===== config.mk =====
export PLATFORM = sky130hd
export DESIGN_NAME = four_channel_pwm_timer
export DESIGN_NICKNAME = d
export VERILOG_FILES = /design/src/hw/pwm_timer_pkg.sv /design/src/hw/tick_prescaler.sv /design/src/hw/four_channel_pwm_timer.sv
export SDC_FILE = /design/constraint.sdc
export NUM_CORES = 1
export LEC_CHECK = 0
export BUFFER_PORTS_ARGS = -buffer_cell sky130_fd_sc_hd__buf_2
export CAP_MARGIN = 20
export CORE_AREA = 2 2 155 119
export CTS_CLUSTER_SIZE = 40
export DETAILED_ROUTE_END_ITERATION = 12
export DIE_AREA = 0 0 157 121
export GPL_TIMING_DRIVEN = 0
export PLACE_DENSITY_LB_ADDON = 0.12
export SYNTH_ARGS = -nofsm -noshare
export SYNTH_HDL_FRONTEND = slang
export SYNTH_SLANG_ARGS = --single-unit

===== constraint.sdc =====
create_clock -name clk_in -period 2.8 [get_ports clk_in]
set_clock_uncertainty 0.1 [all_clocks]
set_input_delay 0.14 -clock clk_in [delete_from_list [all_inputs] [get_ports clk_in]]
set_output_delay 0.14 -clock clk_in [all_outputs]
set_load 0.01 [all_outputs]

===== src/hw/pwm_timer_pkg.sv =====
package pwm_timer_pkg;
  // ----------------------------------------
  // register indices (8-bit data, byte map)
  // ----------------------------------------
  localparam logic [4:0] ADDR_STATUS_CONTROL = 5'h00;
  localparam logic [4:0] ADDR_COUNT_HIGH = 5'h01;
  localparam logic [4:0] ADDR_COUNT_LOW = 5'h02;
  localparam logic [4:0] ADDR_LIMIT_HIGH = 5'h03;
  localparam logic [4:0] ADDR_LIMIT_LOW = 5'h04;
  localparam logic [4:0] ADDR_CH_BASE = 5'h05;
  localparam logic [4:0] ADDR_SYS_CONTROL = 5'h11;
  localparam int CH_STRIDE = 3;
  // ----------------------------------------
  // timer status/control fields
  // ----------------------------------------
  localparam int SC_OVF = 7;
  localparam int SC_OVIE = 6;
  localparam int SC_HALT = 5;
  localparam int SC_CRST = 4;
  localparam logic [2:0] PS_EXTERNAL = 3'h7;
  localparam logic [7:0] SC_RESET = 8'h20;
  // ----------------------------------------
  // channel status/control fields
  // ----------------------------------------
  localparam int CC_FLAG = 7;
  localparam int CC_IE = 6;
  localparam int CC_MSB = 5;
  localparam int CC_MSA = 4;
  localparam int CC_ELSB = 3;
  localparam int CC_ELSA = 2;
  localparam int CC_TOV = 1;
  localparam int CC_MAX = 0;
  // ----------------------------------------
  // system control fields and resets
  // ----------------------------------------
  localparam int SYS_WAIT = 0;
  localparam int SYS_STOP = 1;
  localparam int SYS_BREAK = 2;
  localparam int SYS_BREAK_CLEAR_ENABLE = 3;
  localparam int SYS_PINDIR = 4;
  localparam logic [15:0] LIMIT_RESET = 16'hffff;
  localparam int NUM_CH = 4;
  localparam int PRESC_W = 6;
endpackage : pwm_timer_pkg


===== src/hw/tick_prescaler.sv =====
`timescale 1ns/1ps
`default_nettype none
module tick_prescaler #(
  parameter int WIDTH = pwm_timer_pkg::PRESC_W
) (
  input wire logic clk_in,
  input wire logic reset_in,
  input wire logic clear_in,
  input wire logic run_in,
  input wire logic [2:0] select_in,
  input wire logic ext_clk_in,
  output logic tick_out
);
  // ----------------------------------------
  // divider and external clock sync
  // ----------------------------------------
  logic [WIDTH-1:0] div_r, div_nxt;
  logic sync1_r, sync2_r, sync3_r;
  logic tick;

  always_comb begin
    div_nxt = div_r;
    if (clear_in) begin
      div_nxt = '0;
    end else if (run_in) begin
      div_nxt = div_r + {{(WIDTH-1){1'b0}}, 1'b1};
    end
  end

  always_comb begin
    if (select_in == pwm_timer_pkg::PS_EXTERNAL) begin
      tick = sync2_r & ~sync3_r;
    end else if (select_in == 3'h0) begin
      tick = 1'b1;
    end else begin
      tick = div_r[select_in - 3'h1] & ~div_nxt[select_in - 3'h1];
    end
  end

  always_ff @(posedge clk_in) begin
    if (reset_in) begin
      div_r <= '0;
      sync1_r <= 1'b0;
      sync2_r <= 1'b0;
      sync3_r <= 1'b0;
      tick_out <= 1'b0;
    end else begin
      div_r <= div_nxt;
      sync1_r <= ext_clk_in;
      sync2_r <= sync1_r;
      sync3_r <= sync2_r;
      tick_out <= run_in & ~clear_in & tick;
    end
  end
endmodule : tick_prescaler
`default_nettype wire


===== src/hw/four_channel_pwm_timer.sv =====
// How it works
// - edge/level 1:0 clears on compare, 1:1 sets; software picks complement level
// - buffered bit on ch0/ch2 links pair; even channel leads and governs
// - with clear on compare (1:0), toggle-on-wrap clear gives no wrap toggle, so 0% duty
// - full duty bit with toggle-on-wrap clear gives 100% duty
// - overflow flag sets when counter wraps from period limit to zero
// - overflow irq when flag and enable set; reset clears enable
// - channel flag on compare or capture; irq only with channel enable
// - wait mode keeps counting, blocks register access except system control writes, irq still requested
// - stop mode halts counter, prescaler and compares, keeps state, resumes after
// - break holds the counter
// - in break flags clear only with break clear enable
// - prescaler code 111 picks external clock pin, pin forced input
// - flag clears by read-with-set then write zero; new event blocks it
// - halt bit freezes counter; reset sets it
// - counter-reset bit clears counter and prescaler, self-clears, reads zero
// - halt plus counter-reset in one write leaves counter halted at zero
// - prescaler codes 000..110 divide by 1..64, 111 external; reset clears
// - wrap restarts from zero next tick; limit high write mutes flag till low
`timescale 1ns/1ps
`default_nettype none
module four_channel_pwm_timer #(
  parameter int NUM_CH = pwm_timer_pkg::NUM_CH
) (
  input wire logic clk_in,
  input wire logic reset_in,
  input wire logic [4:0] addr_in,
  input wire logic [7:0] wdata_in,
  input wire logic wr_in,
  input wire logic rd_in,
  output logic [7:0] rdata_out,
  input wire logic ext_clk_in,
  input wire logic [NUM_CH-1:0] ch_pin_in,
  output logic [NUM_CH-1:0] ch_pin_out,
  output logic [NUM_CH-1:0] ch_pin_oe_out,
  output logic ext_clk_oe_out,
  output logic irq_out
);
  // ----------------------------------------
  // state
  // ----------------------------------------
  logic [7:0] sc_r, sc_nxt;
  logic [4:0] sys_r, sys_nxt;
  logic [15:0] cnt_r, cnt_nxt;
  logic [15:0] lim_r, lim_nxt;
  logic mute_r, mute_nxt;
  logic ovf_armed_r, ovf_armed_nxt;
  logic [7:0] cc_r [NUM_CH];
  logic [7:0] cc_nxt [NUM_CH];
  logic [15:0] cv_r [NUM_CH];
  logic [15:0] cv_nxt [NUM_CH];
  logic [NUM_CH-1:0] arm_r, arm_nxt;
  logic [NUM_CH-1:0] out_r, out_nxt;
  logic [NUM_CH-1:0] pin1_r, pin2_r, pin3_r;
  logic [1:0] sel_r, sel_nxt;
  logic [1:0] pend_r, pend_nxt;
  logic [7:0] rdata_nxt;
  logic tick, crst, halt, wrap, acc, flag_ok;
  logic [NUM_CH-1:0] cmp_ev;
  logic [4:0] ch_a;

  function automatic logic [4:0] ch_addr(input int ch, input int ofs);
    ch_addr = 5'(int'(pwm_timer_pkg::ADDR_CH_BASE) + ch * pwm_timer_pkg::CH_STRIDE + ofs);
  endfunction : ch_addr

  // ----------------------------------------
  // control decode
  // ----------------------------------------
  assign acc = ~sys_r[pwm_timer_pkg::SYS_WAIT];
  assign flag_ok = ~sys_r[pwm_timer_pkg::SYS_BREAK] | sys_r[pwm_timer_pkg::SYS_BREAK_CLEAR_ENABLE];
  assign crst = acc & wr_in & (addr_in == pwm_timer_pkg::ADDR_STATUS_CONTROL) &
    wdata_in[pwm_timer_pkg::SC_CRST];
  assign halt = sc_r[pwm_timer_pkg::SC_HALT] | sys_r[pwm_timer_pkg::SYS_STOP] |
    sys_r[pwm_timer_pkg::SYS_BREAK];
  assign wrap = tick & (cnt_r == lim_r);
  assign ext_clk_oe_out = sc_r[2:0] != pwm_timer_pkg::PS_EXTERNAL &&
    sys_r[pwm_timer_pkg::SYS_PINDIR];

  tick_prescaler tick_prescaler_inst (
    .clk_in(clk_in),
    .reset_in(reset_in),
    .clear_in(crst),
    .run_in(~halt),
    .select_in(sc_r[2:0]),
    .ext_clk_in(ext_clk_in),
    .tick_out(tick)
  );

  // ----------------------------------------
  // counter and overflow
  // ----------------------------------------
  always_comb begin
    cnt_nxt = cnt_r;
    sc_nxt = sc_r;
    sys_nxt = sys_r;
    lim_nxt = lim_r;
    mute_nxt = mute_r;
    ovf_armed_nxt = ovf_armed_r;
    if (crst) begin
      cnt_nxt = '0;
    end else if (tick & ~halt) begin
      cnt_nxt = wrap ? 16'h0000 : cnt_r + 16'h0001;
    end
    if (acc & rd_in & addr_in == pwm_timer_pkg::ADDR_STATUS_CONTROL &
        sc_r[pwm_timer_pkg::SC_OVF] & flag_ok) begin
      ovf_armed_nxt = 1'b1;
    end
    if (acc & wr_in) begin
      case (addr_in)
        pwm_timer_pkg::ADDR_STATUS_CONTROL: begin
          sc_nxt[6:0] = {wdata_in[6:5], 1'b0, 1'b0, wdata_in[2:0]};
          if (~wdata_in[pwm_timer_pkg::SC_OVF] & ovf_armed_r & flag_ok) begin
            sc_nxt[pwm_timer_pkg::SC_OVF] = 1'b0;
            ovf_armed_nxt = 1'b0;
          end
        end
        pwm_timer_pkg::ADDR_LIMIT_HIGH: begin
          lim_nxt[15:8] = wdata_in;
          mute_nxt = 1'b1;
        end
        pwm_timer_pkg::ADDR_LIMIT_LOW: begin
          lim_nxt[7:0] = wdata_in;
          mute_nxt = 1'b0;
        end
        pwm_timer_pkg::ADDR_SYS_CONTROL: sys_nxt = wdata_in[4:0];
        default: begin
        end
      endcase
    end else if (wr_in & addr_in == pwm_timer_pkg::ADDR_SYS_CONTROL) begin
      sys_nxt = wdata_in[4:0];
    end
    if (wrap & ~halt & ~crst & ~mute_r) begin
      sc_nxt[pwm_timer_pkg::SC_OVF] = 1'b1;
      ovf_armed_nxt = 1'b0;
    end
  end

  // ----------------------------------------
  // channels
  // ----------------------------------------
  always_comb begin
    arm_nxt = arm_r;
    out_nxt = out_r;
    sel_nxt = sel_r;
    pend_nxt = pend_r;
    cmp_ev = '0;
    for (int i = 0; i < NUM_CH; i++) begin
      cc_nxt[i] = cc_r[i];
      cv_nxt[i] = cv_r[i];
    end
    for (int i = 0; i < NUM_CH; i++) begin
      logic lead, slave, outm, tog;
      lead = (i % 2 == 0) && cc_r[i][pwm_timer_pkg::CC_MSB];
      slave = (i % 2 == 1) && cc_r[i-1 + (i % 2 == 0)][pwm_timer_pkg::CC_MSB];
      outm = (lead | cc_r[i][pwm_timer_pkg::CC_MSA]) & ~slave;
      tog = cc_r[i][pwm_timer_pkg::CC_TOV];
      if (outm & tick & ~halt &
          cnt_r == cv_r[lead && sel_r[i/2] ? i+1 : i]) begin
        cmp_ev[i] = 1'b1;
        case (cc_r[i][3:2])
          2'b01: out_nxt[i] = ~out_r[i];
          2'b10: out_nxt[i] = 1'b0;
          2'b11: out_nxt[i] = 1'b1;
          default: out_nxt[i] = out_r[i];
        endcase
      end
      if (outm & wrap & ~halt & ~crst) begin
        if (tog) begin
          out_nxt[i] = ~out_r[i];
        end
        if (lead && pend_r[i/2]) begin
          sel_nxt[i/2] = ~sel_r[i/2];
          pend_nxt[i/2] = 1'b0;
        end
      end
      if (outm & cc_r[i][pwm_timer_pkg::CC_MAX] & ~tog) begin
        out_nxt[i] = 1'b1;
      end
      if (~cc_r[i][pwm_timer_pkg::CC_MSA] & ~cc_r[i][pwm_timer_pkg::CC_MSB] &
          (cc_r[i][3:2] != 2'b00)) begin
        if (cc_r[i][3:2] == 2'b01 && pin2_r[i] & ~pin3_r[i] ||
            cc_r[i][3:2] == 2'b10 && ~pin2_r[i] & pin3_r[i] ||
            cc_r[i][3:2] == 2'b11 && pin2_r[i] != pin3_r[i]) begin
          cmp_ev[i] = 1'b1;
          cv_nxt[i] = cnt_r;
        end
      end
      ch_a = ch_addr(i, 0);
      if (acc & rd_in & addr_in == ch_a & cc_r[i][pwm_timer_pkg::CC_FLAG] & flag_ok) begin
        arm_nxt[i] = 1'b1;
      end
      if (acc & wr_in) begin
        if (addr_in == ch_a) begin
          cc_nxt[i][6:0] = wdata_in[6:0];
          if (i % 2 == 1) begin
            cc_nxt[i][pwm_timer_pkg::CC_MSB] = 1'b0;
          end
          if (~wdata_in[pwm_timer_pkg::CC_FLAG] & arm_r[i] & flag_ok) begin
            cc_nxt[i][pwm_timer_pkg::CC_FLAG] = 1'b0;
            arm_nxt[i] = 1'b0;
          end
        end
        if (addr_in == ch_addr(i, 1)) begin
          cv_nxt[i][15:8] = wdata_in;
        end
        if (addr_in == ch_addr(i, 2)) begin
          cv_nxt[i][7:0] = wdata_in;
          if (i % 2 == 1) begin
            pend_nxt[i/2] = sel_r[i/2] == 1'b0;
          end else begin
            pend_nxt[i/2] = sel_r[i/2] == 1'b1;
          end
        end
      end
      if (cmp_ev[i]) begin
        cc_nxt[i][pwm_timer_pkg::CC_FLAG] = 1'b1;
        arm_nxt[i] = 1'b0;
      end
      if (~cc_r[i][pwm_timer_pkg::CC_MSB] && i % 2 == 0) begin
        sel_nxt[i/2] = 1'b0;
      end
    end
  end

  // ----------------------------------------
  // read path and outputs
  // ----------------------------------------
  always_comb begin
    rdata_nxt = 8'h00;
    for (int i = 0; i < NUM_CH; i++) begin
      if (addr_in == ch_addr(i, 0)) rdata_nxt = cc_r[i];
      if (addr_in == ch_addr(i, 1)) rdata_nxt = cv_r[i][15:8];
      if (addr_in == ch_addr(i, 2)) rdata_nxt = cv_r[i][7:0];
    end
    case (addr_in)
      pwm_timer_pkg::ADDR_STATUS_CONTROL: rdata_nxt = sc_r;
      pwm_timer_pkg::ADDR_COUNT_HIGH: rdata_nxt = cnt_r[15:8];
      pwm_timer_pkg::ADDR_COUNT_LOW: rdata_nxt = cnt_r[7:0];
      pwm_timer_pkg::ADDR_LIMIT_HIGH: rdata_nxt = lim_r[15:8];
      pwm_timer_pkg::ADDR_LIMIT_LOW: rdata_nxt = lim_r[7:0];
      pwm_timer_pkg::ADDR_SYS_CONTROL: rdata_nxt = {3'h0, sys_r};
      default: begin
      end
    endcase
    if (~rd_in | ~acc) rdata_nxt = 8'h00;
  end

  always_comb begin
    irq_out = sc_r[pwm_timer_pkg::SC_OVF] & sc_r[pwm_timer_pkg::SC_OVIE];
    for (int i = 0; i < NUM_CH; i++) begin
      ch_pin_oe_out[i] = (cc_r[i][3:2] != 2'b00) & (cc_r[i][pwm_timer_pkg::CC_MSA] |
        ((i % 2 == 0) & cc_r[i][pwm_timer_pkg::CC_MSB])) &
        ~((i % 2 == 1) & cc_r[i - (i % 2)][pwm_timer_pkg::CC_MSB]);
      irq_out = irq_out | (cc_r[i][pwm_timer_pkg::CC_FLAG] & cc_r[i][pwm_timer_pkg::CC_IE]);
    end
    ch_pin_out = out_r;
  end

  always_ff @(posedge clk_in) begin
    if (reset_in) begin
      sc_r <= pwm_timer_pkg::SC_RESET;
      sys_r <= '0;
      cnt_r <= '0;
      lim_r <= pwm_timer_pkg::LIMIT_RESET;
      mute_r <= 1'b0;
      ovf_armed_r <= 1'b0;
      arm_r <= '0;
      out_r <= '0;
      sel_r <= '0;
      pend_r <= '0;
      pin1_r <= '0;
      pin2_r <= '0;
      pin3_r <= '0;
      rdata_out <= 8'h00;
      for (int i = 0; i < NUM_CH; i++) begin
        cc_r[i] <= 8'h00;
        cv_r[i] <= 16'h0000;
      end
    end else begin
      sc_r <= sc_nxt;
      sys_r <= sys_nxt;
      cnt_r <= cnt_nxt;
      lim_r <= lim_nxt;
      mute_r <= mute_nxt;
      ovf_armed_r <= ovf_armed_nxt;
      arm_r <= arm_nxt;
      out_r <= out_nxt;
      sel_r <= sel_nxt;
      pend_r <= pend_nxt;
      pin1_r <= ch_pin_in;
      pin2_r <= pin1_r;
      pin3_r <= pin2_r;
      rdata_out <= rdata_nxt;
      for (int i = 0; i < NUM_CH; i++) begin
        cc_r[i] <= cc_nxt[i];
        cv_r[i] <= cv_nxt[i];
      end
    end
  end
endmodule : four_channel_pwm_timer
`default_nettype wire


==> reports/qor.txt <==
Status: finished with violations
Failing checks: negative setup slack
Wire per inst: 25.3 um
Crit. End Element: flip-flop
Maximum clock frequency: 346 MHz
Vias in the first global route: 9440
Slew at the pin closest to its max-slew limit: 1.28 ns
MaxCap Viol Count: 0
N_diodes: 0
Flop pwr share: 0.492
Gpl congestion: 1.02
DR vias/cell: 6.59
Worst Setup Slack, final: -0.0875 ns
Routed WL: 39.6 mm
Worst setup SP type: flip-flop
Die X: 157 um
Vias: 10300
EDFF count, synth: 0
Core ar.: 0.0174 sq mm
I/O pin count: 40
P&R area growth vs syn: 10.9%
Clk_lat worst skew: 0.45 ns
Share of the synthesized area in the top cell type: 0.351
Final std cells w/o fill: 1568
Synthesized net count: 1292
Drt drc: 0
CTS clk-pin slew, worst paths: 0.08 ns
Root Driver: clkbuf_16
Area leader, netlist: dfxtp_1
Min Clock Period, post-route: 2.89 ns
Internal Power: 3.89 mW
Unrepaired setup endpoints after global routing: true
WP data required: 3.07 ns
Postcts setup bufs: 0
Hold crit path type: input port to flip-flop
Ys async rst share: 0
Hold Fails Final Rpt: 0
Die area: 0.0190 sq mm
Rows: 42
DP Area: 0.0108 sq mm
Most common cell after layout, fill and taps aside: dfxtp_1
Iter 0 DRT Violations: 1446
Layout cells sized above 1: 0.0965
Syn Area/Cell: 8.22 sq um
Register bit count reported by yosys: 181
Placed cells: 1531
Critical path class: flip-flop to flip-flop
Slew margin rel.: 0.143
Drt pass-1 iters: 6
Ys Warns: 0
# clock sinks: 181
CTS tree: yes
Total GRT Usage: 0.424
Maximum vdd drop: 0.313 mV
Clock network fraction of total power: 0.435
Netlist cell types: 74
Cell Pwr Density: 468 mW/mm^2
Critical path arrival: 3.16 ns
Most frequent cells in the layout: 180 x dfxtp_1, 151 x nor2_1, 136 x nand2_1, 103 x mux2i_1, 66 x a211oi_1
Prevailing post-synth register cell: dfxtp_1
Period utilization: 1.03
First-pass GRT wire length: 59.0 mm
Post-DP HPWL: 28.9 mm
Largest net degree at the start of global routing: 18
Pre-CTS setup slack: -0.280 ns
Final setup fails: 1
Final Cell Area: 0.0115 sq mm
Die Ht: 121 um
Max-slew violation count: 0
Logic pwr share: 0.073
Synth Cell Area: 0.0103 sq mm
Synth top area cells: dfxtp_1 35%, mux2i_1 10%, nor2_1 5.5%
Aggregate global routing overflow: 0
Highest net fanout along the worst path: 10
TritonCTS Buffers: 17
Fin nets: 1348
Psw: 1.47 mW
Clock tree buffer depth: 2
Cells after synthesis: 1257
Hold path depth: 5
Port Buf Inserts: 30
Lkg Pwr: 4.07 nW
Initial Util: 0.594
R2R depth: 7
Fillers: 1558
Number of nets still failing antenna checks after routing: 0
Initial antenna violation count: 0
H-tree depth: 4
Switching share of power: 0.274
Sequential area share after synthesis: 0.351
==> cells in the mapped netlist, drive strengths merged, types with 3 or more instances <==
cell,n
nand2b,15
buf,43
xor2,36
nand3b,25
clkbuf,62
a221oi,5
and2,5
a22o,4
a31oi,11
a311oi,3
nor4,8
dfxtp,181
mux2,7
o211ai,5
a222oi,3
nand2,138
o2111ai,8
nand3,30
a211oi,66
inv,24
a41oi,4
a21oi,55
o22ai,3
o221ai,6
nor3,21
or3b,3
and3,9
a22oi,23
nor2b,22
or2,3
ha,13
mux2i,103
or3,4
o21ai,35
xnor2,56
nand4,28
nor2,151
nor3b,4
==> layout make-up <==
| class | count | area [sq um] | area share |
|---|---|---|---|
| Timing Repair Buffer | 41 | 248 | 0.0216 |
| Clock buffer | 19 | 433 | 0.0378 |
| Clock inverter | 13 | 116 | 0.0102 |
| Buffer | 101 | 447 | 0.0390 |
| Multi-Input combinational cell | 947 | 6200 | 0.541 |
| Inverter | 24 | 90.1 | 0.00786 |
| Tap cell | 242 | 303 | 0.0264 |
| Sequential cell | 181 | 3620 | 0.316 |
==> metal layers <==
layer  up-vias  track usage  share of wire
met5         -            0              0
met4         0        0.200          0.049
met3       142        0.132           0.13
met2       715        0.594           0.41
met1      4881        0.589           0.41
li1       4590            -              -
==> flip-flops by register name, indices dropped and copies added, names as in the netlist, 2 cells and up <==
name,count
arm_r,4
cc_r,30
ch_pin_out,4
cnt_r,16
cv_r,64
lim_r,16
pend_r,2
pin1_r,4
pin2_r,4
pin3_r,4
rdata_out,8
sc_r,6
sel_r,2
sys_r,5
tick_prescaler_inst.div_r,6
==> what timing repair did <==
item	4_1_cts	5_1_grt
hold buffers	8	0
endpoints found under the hold margin	18	0
resized for setup	10	15
cloned	0	0
endpoints found under the setup margin	10	33
==> power groups by stage <==
stage	Sequential (mW)	Clock (mW)	Combinational, mW
3_3_place_gp	2.69	0	0.357
3_5_place_dp	2.69	0	0.360
6_report	2.64	2.33	0.392
2_1_floorplan	2.68	0	0.229
4_1_cts	2.63	2.32	0.371
5_1_grt	2.64	2.42	0.409
==> cell families (layout without fill, tap and decap cells) <==
kind of cell,count (synthesis),after routing,synth area share
xor+xnor,92,92,0.0780
fa+ha+maj,13,13,0.0158
flops,181,181,0.351
simple gates,475,475,0.224
compound gates,256,256,0.170
mux,111,111,0.110
buf+inv,129,198,0.0511
==> worst paths after layout <==
check | to | slack [ns] | start
worst max-delay path | ch_pin_out[2]$_SDFF_PP0_ | -0.09 | cnt_r[10]$_SDFFE_PP0P_
worst min register to register | pin2_r[1]$_SDFF_PP0_ | 0.35 | pin1_r[1]$_SDFF_PP0_
worst max register to register | ch_pin_out[2]$_SDFF_PP0_ | -0.09 | cnt_r[10]$_SDFFE_PP0P_
worst min-delay path | sys_r[1]$_SDFFE_PP0P_ | 0.08 | wr_in
==> critical path, cell delays in order (launching register included) <==
cell and delay (ns):
dfxtp_1 0.58, clkbuf_1 0.70, nand2b_1 0.21, nand3_1 0.14, o32ai_1 0.19, nand4_1 0.28, or3b_1 0.42, a31oi_1 0.16
==> through the flow <==
step / setup TNS [ns] / hold slack, ns / util / power, mW
2_1_floorplan: 0 / 0.168 / - / 2.91
3_3_place_gp: -9.16 / 0.247 / 0.620 / 3.05
3_5_place_dp: -1.75 / 0.259 / 0.620 / 3.05
4_1_cts: 0 / 0.0708 / 0.657 / 5.32
5_1_grt: -0.138 / 0.0916 / 0.659 / 5.47
6_report: -0.0875 / 0.0769 / 0.659 / 5.36
Note: power is estimated with default switching activity, not from simulation.
